## src/tdm_pkg.sv

```systemverilog
// Package: constants and types of the time-division output data multiplexer
package tdm_pkg;

    // ==========================================================
    // Structure
    localparam int TDM_NUM_CH = 15;
    localparam int TDM_SEL_W = 4;
    localparam int TDM_DELAY_STAGES = 3;
    localparam int TDM_CMP_GROUPS = 4;
    localparam int TDM_CMP_WIDTH = 4;

    // ==========================================================
    // Frame and overhead timing
    localparam logic [4:0] TDM_OVH_FIRST_WORD = 5'h01;
    localparam logic [4:0] TDM_OVH_LAST_WORD = 5'h1C;
    localparam logic [4:0] TDM_FRAME_MAX = 5'h1F;
    localparam logic [2:0] TDM_CODE_POS = 3'h5;
    localparam logic [2:0] TDM_CODE_NEG = 3'h3;
    localparam logic [2:0] TDM_CODE_NONE = 3'h7;
    localparam logic [2:0] TDM_PORT_LAST_IDX = 3'h4;
    localparam logic [15:0] TDM_W29_TIMEOUT_RST = 16'h2000;
    localparam logic [15:0] TDM_MF_TIMEOUT_RST = 16'h8000;

    // ==========================================================
    // Register map
    localparam logic [7:0] TDM_OFF_CTRL = 8'h00;
    localparam logic [7:0] TDM_OFF_STATUS = 8'h04;
    localparam logic [7:0] TDM_OFF_W29_TIMEOUT = 8'h08;
    localparam logic [7:0] TDM_OFF_MF_TIMEOUT = 8'h0C;
    localparam int TDM_CTRL_SELF_TEST = 0;
    localparam int TDM_CTRL_DISP_RESET = 1;
    localparam int TDM_ST_DM_ERR = 0;
    localparam int TDM_ST_GC_ERR = 1;
    localparam int TDM_ST_POS_EN = 2;
    localparam int TDM_ST_NEG_EN = 3;
    localparam int TDM_ST_W29_EXP = 4;
    localparam int TDM_ST_MF_EXP = 5;
    localparam int TDM_ST_FRAME_LSB = 8;
    localparam int TDM_ST_FRAME_TERM = 13;

    // ==========================================================
    // Block state
    typedef struct packed {
        logic [TDM_DELAY_STAGES-1:0][TDM_SEL_W-1:0] addrDly;
        logic serialOut;
        logic serialOutN;
        logic posLatch;
        logic negLatch;
        logic posSelN;
        logic negSelN;
        logic [4:0] frameCount;
        logic frameTerminal;
        logic [15:0] w29Timer;
        logic [15:0] mfTimer;
        logic mfcBit1Prev;
        logic dataMuxErr;
        logic gatedClockErr;
        logic selfTest;
        logic dispReset;
        logic [15:0] w29Limit;
        logic [15:0] mfLimit;
        logic pready;
        logic pslverr;
        logic [31:0] prdata;
    } tdm_state_t;

endpackage

```

## src/tdm_output_data_mux.sv

```systemverilog
// Time-division output data multiplexer with stuff latches, port code and diagnostics
// Functional notes
// - Each clock pick one bit from fifteen channel inputs or the overhead bit.
// - Channel select passes three register stages before steering the output mux.
// - Selected bit is reclocked into true and complementary serial outputs.
// - Overhead bit is offered only in bit 0 of words 1 to 28.
// - Bit 0 of words 1 to 23 carries one of three stuff patterns.
// - Bit 0 of words 24 to 28 carries a five-bit port code.
// - Stuff acknowledges are latched on each minor frame transition.
// - Latched stuff drives its enable high and its active-low select low.
// - No acknowledge keeps both enables low and both selects high.
// - Select code 101 picks positive, 011 negative, 111 no action.
// - Outside the late word window the select comes from the stuff latches.
// - Inside the late window the select is word count low bits 000 to 101.
// - Port code sends frame count bits most significant first.
// - Any of three error inputs high sets data mux error next clock.
// - Word 29 and frame bit 1 retrigger timeouts; expiry raises an error input.
// - Functional and diagnostic serial outputs disagreeing raises an error input.
// - Four comparators check gated clocks; mismatch sets gated clock error next clock.
// - Self test forces both error flags; display reset clears them.
// - Frame transition is word 29 together with end of scan.
// - Frame counter advances each transition, flags 31 and wraps to 0.
`timescale 1ns/1ps

module tdm_output_data_mux
    import tdm_pkg::*;
#(
    parameter int NUM_CH = TDM_NUM_CH,
    parameter logic [15:0] W29_TIMEOUT = TDM_W29_TIMEOUT_RST,
    parameter logic [15:0] MF_TIMEOUT = TDM_MF_TIMEOUT_RST
) (
    input wire logic clk,
    input wire logic rst_n,
    input wire logic psel,
    input wire logic penable,
    input wire logic pwrite,
    input wire logic [7:0] paddr,
    input wire logic [31:0] pwdata,
    output logic pready,
    output logic pslverr,
    output logic [31:0] prdata,
    input wire logic [NUM_CH:1] channelDataIn,
    input wire logic [TDM_SEL_W-1:0] muxChannelSelect,
    input wire logic [4:0] wordCountBit,
    input wire logic bitZero,
    input wire logic lateWordWindow,
    input wire logic word29Pulse,
    input wire logic endOfScanPulse,
    input wire logic posStuffAck,
    input wire logic negStuffAck,
    input wire logic posStuffPattern,
    input wire logic negStuffPattern,
    input wire logic noActionPattern,
    input wire logic diagSerialIn,
    input wire logic [NUM_CH:1] channelGatedClock,
    input wire logic [NUM_CH:1] diagGatedClock,
    output logic serialOut,
    output logic serialOutN,
    output logic posStuffEnable,
    output logic negStuffEnable,
    output logic posStuffSelN,
    output logic negStuffSelN,
    output logic [4:0] frameCountBit,
    output logic frameTerminal,
    output logic dataMuxError,
    output logic gatedClockError
);

    tdm_state_t cur;
    tdm_state_t next_cur;

    // ==========================================================
    // Overhead path
    function automatic logic [2:0] stuffCode(input logic pos, input logic neg);
        if (pos) begin
            stuffCode = TDM_CODE_POS;
        end else if (neg) begin
            stuffCode = TDM_CODE_NEG;
        end else begin
            stuffCode = TDM_CODE_NONE;
        end
    endfunction

    logic [2:0] ovhSel;
    logic ovhActive;
    logic ovhBit;
    logic muxBit;
    logic frameTransition;
    logic w29Expired;
    logic mfExpired;
    logic serialMismatch;
    logic dmErrCond;
    logic [TDM_CMP_GROUPS-1:0] grpEqual;
    logic gcMismatch;
    logic [TDM_CMP_GROUPS*TDM_CMP_WIDTH-1:0] funcGc;
    logic [TDM_CMP_GROUPS*TDM_CMP_WIDTH-1:0] diagGc;

    assign frameTransition = word29Pulse & endOfScanPulse;
    assign ovhActive = bitZero && (wordCountBit >= TDM_OVH_FIRST_WORD)
        && (wordCountBit <= TDM_OVH_LAST_WORD);

    always_comb begin
        // Late window steps the port code index, else the latched command
        if (lateWordWindow) begin
            ovhSel = wordCountBit[2:0];
        end else begin
            ovhSel = stuffCode(cur.posLatch, cur.negLatch);
        end
        ovhBit = 1'b0;
        if (ovhActive) begin
            if (lateWordWindow) begin
                if (ovhSel <= TDM_PORT_LAST_IDX) begin
                    ovhBit = cur.frameCount[3'h4 - ovhSel];
                end
            end else begin
                unique case (ovhSel)
                    TDM_CODE_POS: ovhBit = posStuffPattern;
                    TDM_CODE_NEG: ovhBit = negStuffPattern;
                    default: ovhBit = noActionPattern;
                endcase
            end
        end
    end

    // ==========================================================
    // Output data multiplexer
    always_comb begin
        // Select zero is the overhead slot; codes above the channel count read low
        muxBit = 1'b0;
        if (cur.addrDly[TDM_DELAY_STAGES-1] == '0) begin
            muxBit = ovhBit;
        end else if (int'(cur.addrDly[TDM_DELAY_STAGES-1]) <= NUM_CH) begin
            muxBit = channelDataIn[int'(cur.addrDly[TDM_DELAY_STAGES-1])];
        end
    end

    // ==========================================================
    // Diagnostics
    assign w29Expired = (cur.w29Timer == 16'h0000);
    assign mfExpired = (cur.mfTimer == 16'h0000);
    assign serialMismatch = cur.serialOut ^ diagSerialIn;
    assign dmErrCond = w29Expired | mfExpired | serialMismatch;
    assign funcGc = {{(TDM_CMP_GROUPS*TDM_CMP_WIDTH-NUM_CH){1'b0}}, channelGatedClock};
    assign diagGc = {{(TDM_CMP_GROUPS*TDM_CMP_WIDTH-NUM_CH){1'b0}}, diagGatedClock};

    // Each comparator takes eight inputs: four functional, four diagnostic
    genvar g;
    generate
        for (g = 0; g < TDM_CMP_GROUPS; g++) begin : gen_cmp
            assign grpEqual[g] = funcGc[g*TDM_CMP_WIDTH +: TDM_CMP_WIDTH]
                == diagGc[g*TDM_CMP_WIDTH +: TDM_CMP_WIDTH];
        end
    endgenerate
    assign gcMismatch = ~&grpEqual;

    // ==========================================================
    // Next state
    logic apbSetup;
    logic apbWrite;
    logic mapped;
    logic [31:0] rdValue;

    assign apbSetup = psel & ~penable;
    assign apbWrite = psel & penable & cur.pready & pwrite;
    assign mapped = (paddr == TDM_OFF_CTRL) || (paddr == TDM_OFF_STATUS)
        || (paddr == TDM_OFF_W29_TIMEOUT) || (paddr == TDM_OFF_MF_TIMEOUT);

    always_comb begin
        rdValue = 32'h0000_0000;
        unique case (paddr)
            TDM_OFF_CTRL: rdValue[TDM_CTRL_SELF_TEST] = cur.selfTest;
            TDM_OFF_STATUS: begin
                rdValue[TDM_ST_DM_ERR] = cur.dataMuxErr;
                rdValue[TDM_ST_GC_ERR] = cur.gatedClockErr;
                rdValue[TDM_ST_POS_EN] = cur.posLatch;
                rdValue[TDM_ST_NEG_EN] = cur.negLatch;
                rdValue[TDM_ST_W29_EXP] = w29Expired;
                rdValue[TDM_ST_MF_EXP] = mfExpired;
                rdValue[TDM_ST_FRAME_LSB +: 5] = cur.frameCount;
                rdValue[TDM_ST_FRAME_TERM] = cur.frameTerminal;
            end
            TDM_OFF_W29_TIMEOUT: rdValue[15:0] = cur.w29Limit;
            TDM_OFF_MF_TIMEOUT: rdValue[15:0] = cur.mfLimit;
            default: rdValue = 32'h0000_0000;
        endcase
    end

    always_comb begin
        next_cur = cur;
        // Shift register on the select compensates the channel data latency
        next_cur.addrDly[0] = muxChannelSelect;
        for (int i = 1; i < TDM_DELAY_STAGES; i++) begin
            next_cur.addrDly[i] = cur.addrDly[i-1];
        end
        next_cur.serialOut = muxBit;
        next_cur.serialOutN = ~muxBit;
        if (frameTransition) begin
            next_cur.posLatch = posStuffAck;
            next_cur.negLatch = negStuffAck;
            next_cur.posSelN = ~posStuffAck;
            next_cur.negSelN = ~negStuffAck;
            next_cur.frameCount = cur.frameCount + 5'h01;
            next_cur.frameTerminal = (cur.frameCount + 5'h01) == TDM_FRAME_MAX;
        end
        // Timers count down to zero and park there until retriggered
        next_cur.mfcBit1Prev = cur.frameCount[1];
        if (word29Pulse) begin
            next_cur.w29Timer = cur.w29Limit;
        end else if (!w29Expired) begin
            next_cur.w29Timer = cur.w29Timer - 16'h0001;
        end
        if (cur.frameCount[1] != cur.mfcBit1Prev) begin
            next_cur.mfTimer = cur.mfLimit;
        end else if (!mfExpired) begin
            next_cur.mfTimer = cur.mfTimer - 16'h0001;
        end
        // A live fault or self test wins over display reset
        if (cur.selfTest || dmErrCond) begin
            next_cur.dataMuxErr = 1'b1;
        end else if (cur.dispReset) begin
            next_cur.dataMuxErr = 1'b0;
        end
        if (cur.selfTest || gcMismatch) begin
            next_cur.gatedClockErr = 1'b1;
        end else if (cur.dispReset) begin
            next_cur.gatedClockErr = 1'b0;
        end
        // Register bus: one wait-free access cycle after setup
        next_cur.pready = apbSetup;
        next_cur.dispReset = 1'b0;
        if (apbSetup) begin
            next_cur.prdata = pwrite ? 32'h0000_0000 : rdValue;
            next_cur.pslverr = ~mapped;
        end
        if (apbWrite) begin
            unique case (paddr)
                TDM_OFF_CTRL: begin
                    next_cur.selfTest = pwdata[TDM_CTRL_SELF_TEST];
                    next_cur.dispReset = pwdata[TDM_CTRL_DISP_RESET];
                end
                TDM_OFF_W29_TIMEOUT: next_cur.w29Limit = pwdata[15:0];
                TDM_OFF_MF_TIMEOUT: next_cur.mfLimit = pwdata[15:0];
                default: next_cur.pslverr = cur.pslverr;
            endcase
        end
    end

    // ==========================================================
    // State register
    // Reset image: serial pair and selects idle, timers armed full
    function automatic tdm_state_t resetState();
        tdm_state_t r;
        r = '0;
        r.serialOutN = 1'b1;
        r.posSelN = 1'b1;
        r.negSelN = 1'b1;
        r.w29Timer = W29_TIMEOUT;
        r.mfTimer = MF_TIMEOUT;
        r.w29Limit = W29_TIMEOUT;
        r.mfLimit = MF_TIMEOUT;
        return r;
    endfunction

    always_ff @(posedge clk) begin
        if (!rst_n) begin
            cur <= resetState();
        end else begin
            cur <= next_cur;
        end
    end

    assign pready = cur.pready;
    assign pslverr = cur.pslverr;
    assign prdata = cur.prdata;
    assign serialOut = cur.serialOut;
    assign serialOutN = cur.serialOutN;
    assign posStuffEnable = cur.posLatch;
    assign negStuffEnable = cur.negLatch;
    assign posStuffSelN = cur.posSelN;
    assign negStuffSelN = cur.negSelN;
    assign frameCountBit = cur.frameCount;
    assign frameTerminal = cur.frameTerminal;
    assign dataMuxError = cur.dataMuxErr;
    assign gatedClockError = cur.gatedClockErr;
endmodule

```

## config.mk

```make
export PLATFORM = sky130hd
export DESIGN_NAME = tdm_output_data_mux
export DESIGN_NICKNAME = d
export VERILOG_FILES = /design/src/tdm_pkg.sv /design/src/tdm_output_data_mux.sv
export SDC_FILE = /design/constraint.sdc
export NUM_CORES = 1
export LEC_CHECK = 0
export BUFFER_PORTS_ARGS = -buffer_cell sky130_fd_sc_hd__buf_2
export CAP_MARGIN = 20
export CORE_UTILIZATION = 50
export CTS_CLUSTER_DIAMETER = 60
export DETAILED_ROUTE_END_ITERATION = 10
export HOLD_SLACK_MARGIN = 0.03
export PLACE_DENSITY = 0.77
export SYNTH_ARGS = -nofsm -noshare
export SYNTH_HDL_FRONTEND = slang
export SYNTH_SLANG_ARGS = --single-unit
```

## constraint.sdc

```tcl
create_clock -name clk -period 3.75 [get_ports clk]
set_input_delay 0.375 -clock clk [delete_from_list [all_inputs] [get_ports clk]]
set_output_delay 0.375 -clock clk [all_outputs]
set_load 0.02 [all_outputs]
```

==> summary.md, run 1 <==
| Metric | Value |
|---|---|
| First-pass GRT wire length | 22070 um |
| Root Buffer Master | clkbuf_16 |
| Chip Height | 108.8 um |
| Worst Hold Endpoint | cur[115] |
| First-pass DRT Iterations | 5 |
| Final Instance Count excl. Fillers | 877 |
| Dpl cells | between 800 and 900 |
| Crit path launch type | flop |
| Total routed wirelength | between 10000 and 15000 um |
| Largest net degree at the start of global routing | between 80 and 90 |
| # Post-CTS Setup Buffers | 0 |
| Pwr per Cell Area | 436.6 nW/um^2 |
| Reg-to-Reg End | cur[89] |
| Worst Max-Slew Pin Slew | 1.005 ns |
| Die W | 108.8 um |
| Clk buf depth | 2 |
| Synth top area share | between 30% and 40% |
| Flops & latches, synth | ~110 |
| Design Power | about 0.0028 W |
| WL/cell | approximately 15 um |
| Clk_lat worst skew | 0.34 ns |
| Crit-path max FO | 8 |
| PostCTS Resize Cnt | 0 |
| Max-Slew Margin vs Limit | 32.50% |
| Area of the die | 11830 um^2 |
| RSZ-0062 raised after global routing | no |
| Status | complete, no violations |
| FFs w/ async S/R, synth | 0% |
| PortBufs | 124 |
| Worst Hold Launch | muxChannelSelect[0] |
| Fin crit share | a little under two thirds |
| Setup tns final | 0 ns |
| Reg2reg start | cur[87] |
| Placed Area | 6145 um^2 |
| Final nets | 849 |
| Core area | roughly 11000 um^2 |
| H-tree Lvls | 3 |
| Hold depth | 2 |
| Clock Pin Slew Worst Setup and Hold Paths | 0.08 ns |
| Peak supply drop | 0.0002686 V |
| GRT Overall Usage | 23.68% |
| Yosys warning total | 0 |
| Mean post-synth cell area | around 9 um^2 |
| Static leakage | 2.542 nW |
| CTS tree | built |
| Max reg flops | 79 |
| Initial DRC count | 317 |
| Antenna violations before repair | 0 |
| Crit path kind | flop to flop |
| Io pins | 157 |
| Row cnt | 38 |
| Layout area overhead | 12.84% |
| Critical Path RT | 3.98 ns |
| EDFF count, synth | 0 |
| Top post-synthesis cells by area | dfxtp_1 39%, buf_4 4.9%, nand2_1 4.6% |
| Peak Freq | 419.8 MHz |
| Design Area, Final | 6432 um^2 |
| Arrival time of the worst setup path | 2.62 ns |
| Ys flop type | dfxtp_1 |
| Share of layout cells above drive strength 1 | 22.25% |
| Most common cell in the synthesized netlist | dfxtp_1 |
| Post-route DRC violation count | 0 |
| Min-Delay Path Class | input pin to flop |
| Number of global-route vias before repair | 4591 |
| Starting Density | 51.90% |
| Routed Antenna Nets | 0 |
| Gr ovfl total | 0 |
| Hold Fails Final Rpt | 0 |
| Post-synthesis cell count | 651 |
| TritonCTS buffer count | 9 |
| Post-DP HPWL | 10090 um |
| Placer Congestion | about 0.94 |
| Netlist cell types | 59 |
| Worst Skew | between 0.009 and 0.01 ns |
| R2r setup slk | 1.37 ns |
| Via count | approximately 4900 |
| Dominant cell type by area after synthesis | dfxtp_1 |
| R2R cell count | 7 |
| Max Cap Viol | 0 |
| # clock sinks | 111 |
| Largest register by flop count | cur |
| # diodes | 0 |
| Vias per cell | around 5.6 |
| Max-slew violations | 0 |
| Fill count | 953 |
| Most common library cells after synthesis | 111 x dfxtp_1, 70 x nand2_1, 48 x o21ai_0 |
| Min Tclk post-route | 2.382 ns |
| Cell area after synthesis | 5700 um^2 |
| Finish-stage setup viols | 0 |
| Register area share after synthesis | about two fifths |
| Post-CTS Hold Buffers | 0 |
| Element type at the critical path end | flop |
## worst max-delay path, cell delays in order, from the launching register on
cell,delay [ns]
dfxtp_1,0.34
inv_1,0.11
ha_1,0.16
nor3b_1,0.42
and2_1,0.31
nand4_1,0.36
and3_1,0.34
o221a_2,0.24
## worst max path at each step
stage          startpoint        end  slack, ns  cells after the start
4_1_cts           cur[87]    cur[89]       1.41                      7
2_1_floorplan    paddr[1]    cur[49]       1.58                      7
3_5_place_dp     paddr[1]  prdata[4]       1.21                      5
5_1_grt           cur[87]    cur[89]       1.19                      7
6_report          cur[87]    cur[89]       1.37                      7
3_3_place_gp     paddr[1]    cur[49]       1.24                      7
## per-layer routing
layer	wire [um]	vias up	global-route usage [%]	part of all wire, %
met3	793	10	4.065	5.8
met4	99	0	4.537	0.73
met5	0	-	0	0
li1	-	2403	-	-
met2	6478	169	39.92	48
met1	6190	2302	31.87	46
## cell families after synthesis
logic type	count (synthesis)	synth area share, %
flops	111	38.98
simple gates	242	22.91
fa+ha+maj	8	1.756
mux	37	7.594
buf+inv	85	8.472
other cells	1	0.06578
compound gates	129	14.38
xor+xnor	38	5.838
## through the flow
step	util (%)	setup slack (ns)	hold slack [ns]
detailed placement	55.95	1.210	0.4184
floorplan	-	1.584	0.4119
global route	58.57	1.187	0.2277
CTS	58.57	1.408	0.2235
finish	58.57	1.368	0.2307
global placement	55.95	1.241	0.4141
## power by group
group	internal, W	switching [W]
Combinational	0.000237	0.000324
Clock	0.000467	0.000465
Sequential	0.00125	0.0000646
## placed cells by master (no fill, tap or decap), types with 8 or more instances in the layout
cell type and n:
buf_2 124, dfxtp_1 111, nand2_1 70, o21ai_0 48, nand3_1 35, and2_1 27
xnor2_1 24, mux2i_1 23, a21boi_0 22, a21oi_1 20, nor2b_1 20, nor2_1 18
conb_1 16, xor2_1 14, nor4_1 13, inv_1 11, nand4_1 10, nor3_1 10
mux2_2 10, a22oi_1 9, clkbuf_16 9, ha_1 8
## layout make-up
class / instances / area (um^2) / share of cell area (%)
repair buffers: 128 / 650.6 / 10.11
clock buffers: 9 / 225.2 / 3.501
multi-input cells: 470 / 3052 / 47.44
inverters: 12 / 45.04 / 0.7003
well taps: 140 / 175.2 / 2.723
clock inverters: 7 / 62.56 / 0.9726
flip-flops and latches: 111 / 2222 / 34.55
Power figures use the tool's default switching activity.
==> inputs of run 2 (changes only) <==
--- a/config.mk
+++ b/config.mk
@@ -7,7 +7,7 @@
 export LEC_CHECK = 0
 export BUFFER_PORTS_ARGS = -buffer_cell sky130_fd_sc_hd__buf_2
 export CAP_MARGIN = 20
-export CORE_UTILIZATION = 50
+export CORE_UTILIZATION = 48
 export CTS_CLUSTER_DIAMETER = 60
 export DETAILED_ROUTE_END_ITERATION = 10
 export HOLD_SLACK_MARGIN = 0.03
==> constraint.sdc (replaced) <==
create_clock -name clk -period 2 [get_ports clk]
set_input_delay 0.2 -clock clk [delete_from_list [all_inputs] [get_ports clk]]
set_output_delay 0.2 -clock clk [all_outputs]
set_load 0.02 [all_outputs]
==> run 2 against run 1 <==
Against the previous run: the flow now finishes with violations (design-rule violations); maximum frequency is 25% higher; sequential share of layout area decreased by 1.9 points; design area is 6.0% higher; via count is 3.6% higher; combinational power rose by 150%; register-to-register slack got worse by 1.3 ns; global-route usage decreased by 0.093 points; sequential power increased by 87%; first-iteration DRC count down 8.5%; cell count rose by 4.8%; worst setup slack lost 1.3 ns; clock power increased by 88%; critical endpoint is now cur[87]; highest routed layer unchanged.
==> summary.md, run 2 (synthesis gave the netlist of run 1 again) <==
| Metric | Value |
|---|---|
| Worst setup startpoint | cur[97] |
| Die W | 111.0 um (+2.0%) |
| Share of layout cells above drive strength 1 | 27.19% (+4.9 points) |
| Clk buf depth | 2 (unchanged) |
| Peak Freq | 523.1 MHz (+25%) |
| Worst Skew | 0.009907 ns (+0.0008006 ns) |
| Setup tns final | 0 ns (unchanged) |
| Final Instance Count excl. Fillers | 919 (+4.8%) |
| Setup ws final | 0.08817 ns (-1.280 ns) |
| Routed Antenna Nets | 0 (unchanged) |
| # diodes | 0 (unchanged) |
| Starting Density | 49.50% (-2.4 points) |
| Area of the die | 12320 um^2 (+4.1%) |
| Final hold slack | 0.04132 ns (-0.1894 ns) |
| Max-slew violations | 0 (unchanged) |
| PortBufs | 124 (unchanged) |
| Dpl cells | 895 (+3.9%) |
| Clock Pin Slew Worst Setup and Hold Paths | 0.08 ns (about the same) |
| Chip Height | 111.0 um (+2.0%) |
| Via count | 5059 (+3.6%) |
| Reg2reg start | cur[97] |
| Min-Delay Path Class | input pin to flop |
| RSZ-0062 raised after global routing | yes |
| First-pass DRT Iterations | 8 (+3) |
| WL/cell | 15.37 um (-0.62%) |
| Fill count | 1005 (+5.5%) |
| Most frequent cells in the layout | 124 x buf_2, 110 x dfxtp_1, 70 x nand2_1 |
| Total routed wirelength | 14120 um (+4.1%) |
| Row cnt | 39 (+2.6%) |
| Min Tclk post-route | 1.912 ns (-0.4702 ns) |
| Fin crit share | 95.59% (+32 points) |
| Core occupancy in the finished layout | 59.22% (+0.66 points) |
| Antenna violations before repair | 0 (unchanged) |
| TritonCTS buffer count | 9 (unchanged) |
| Max reg flops | 79 (unchanged) |
| Status | complete, but fails checks |
| # clock sinks | 111 (unchanged) |
| H-tree Lvls | 3 (unchanged) |
| Post-route DRC violation count | 14 (+14) |
| Static leakage | 2.751 nW (+8.2%) |
| Pwr per Cell Area | 819.4 nW/um^2 (+88%) |
| Largest register by flop count | cur |
| R2R cell count | 7 (unchanged) |
| Post-Place Setup Slack | -0.09515 ns (-1.305 ns) |
| First-pass GRT wire length | 23250 um (+5.3%) |
| Arrival time of the worst setup path | 2.15 ns (-0.47 ns) |
| Vias per cell | 5.505 (-1.2%) |
| Peak supply drop | 0.0004705 V (+75%) |
| GRT Overall Usage | 23.58% (-0.093 points) |
| Final nets | 888 (+4.6%) |
| Core area | 11520 um^2 (+4.9%) |
| Placer Congestion | 0.9187 (-2.7%) |
| Crit path launch type | flop |
| Initial DRC count | 290 (-8.5%) |
| Io pins | 157 (unchanged) |
| Hold Fails Final Rpt | 0 (unchanged) |
| Finish-stage setup viols | 0 (unchanged) |
| Number of global-route vias before repair | 4952 (+7.9%) |
| Root Buffer Master | clkbuf_16 |
| Post-DP HPWL | 10600 um (+5.0%) |
| Worst Hold Launch | muxChannelSelect[1] |
| Crit path kind | flop to flop |
| Clk_lat worst skew | 0.36 ns (+0.02 ns) |
| Max Cap Viol | 0 (unchanged) |
| Gr ovfl total | 0 (unchanged) |
| Largest net degree at the start of global routing | 47 (-44%) |
| Hold depth | 2 (unchanged) |
| Commonest non-fill, non-tap cell in the layout | buf_2 |
| Critical Path RT | 2.24 ns (-1.74 ns) |
| Crit-path max FO | 6 (-2) |
| Layout area overhead | 19.64% |
| Element type at the critical path end | flop |
| Failing checks | design-rule violations |
| CTS tree | built |
==> run 2: through the flow <==
step | cell area (um^2) | power (W)
after floorplan | 5757 | 0.003302
after global placement | 6406 | 0.003658
after detailed placement | 6406 | 0.003715
after CTS | 6731 | 0.005474
after global routing | 6820 | 0.005858
final | 6820 | 0.005588
==> run 2: area by class of cell <==
cell class / instances / area (um^2) / area share, %
repair buffers: 167 / 972.2 / 14.25
well taps: 143 / 178.9 / 2.623
clock buffers: 11 / 242.7 / 3.559
multi-input cells: 470 / 3115 / 45.68
clock inverters: 5 / 42.54 / 0.6237
flip-flops and latches: 111 / 2223 / 32.60
inverters: 12 / 45.04 / 0.6604
==> run 2: path summary, 6_finish.rpt <==
path               to  slack, ns
max reg2reg   cur[87]       0.09
max           cur[87]       0.09
min reg2reg  cur[121]       0.44
min          cur[116]       0.04
==> run 2: repair_timing <==
item                                    CTS  global route
hold buffers                              0             0
gates resized for setup                   5            11
buffers inserted                          2             5
endpoints found under the setup margin   12            22
pin swaps                                 1             7
==> run 2: metal layers <==
metal / routed length (um) / track usage [%]
met1: 6039 / 28.16
met2: 6882 / 40.50
met3: 797 / 5.905
met4: 404 / 9.315
met5: 0 / 0
==> run 2: power breakdown <==
group / total, W / internal [W] / switching [W]
clock: 0.00175 / 0.000892 / 0.000854
combinational: 0.00138 / 0.000667 / 0.000709
sequential: 0.00247 / 0.00235 / 0.000120
==> run 2: critical path, cell delays in order (launching register included) <==
cell and delay (ns):
dfxtp_1 0.36, nor4_1 0.45, and2_1 0.23, nand4_1 0.21, buf_4 0.22, buf_4 0.13, nand4_1 0.08, o211ai_1 0.11
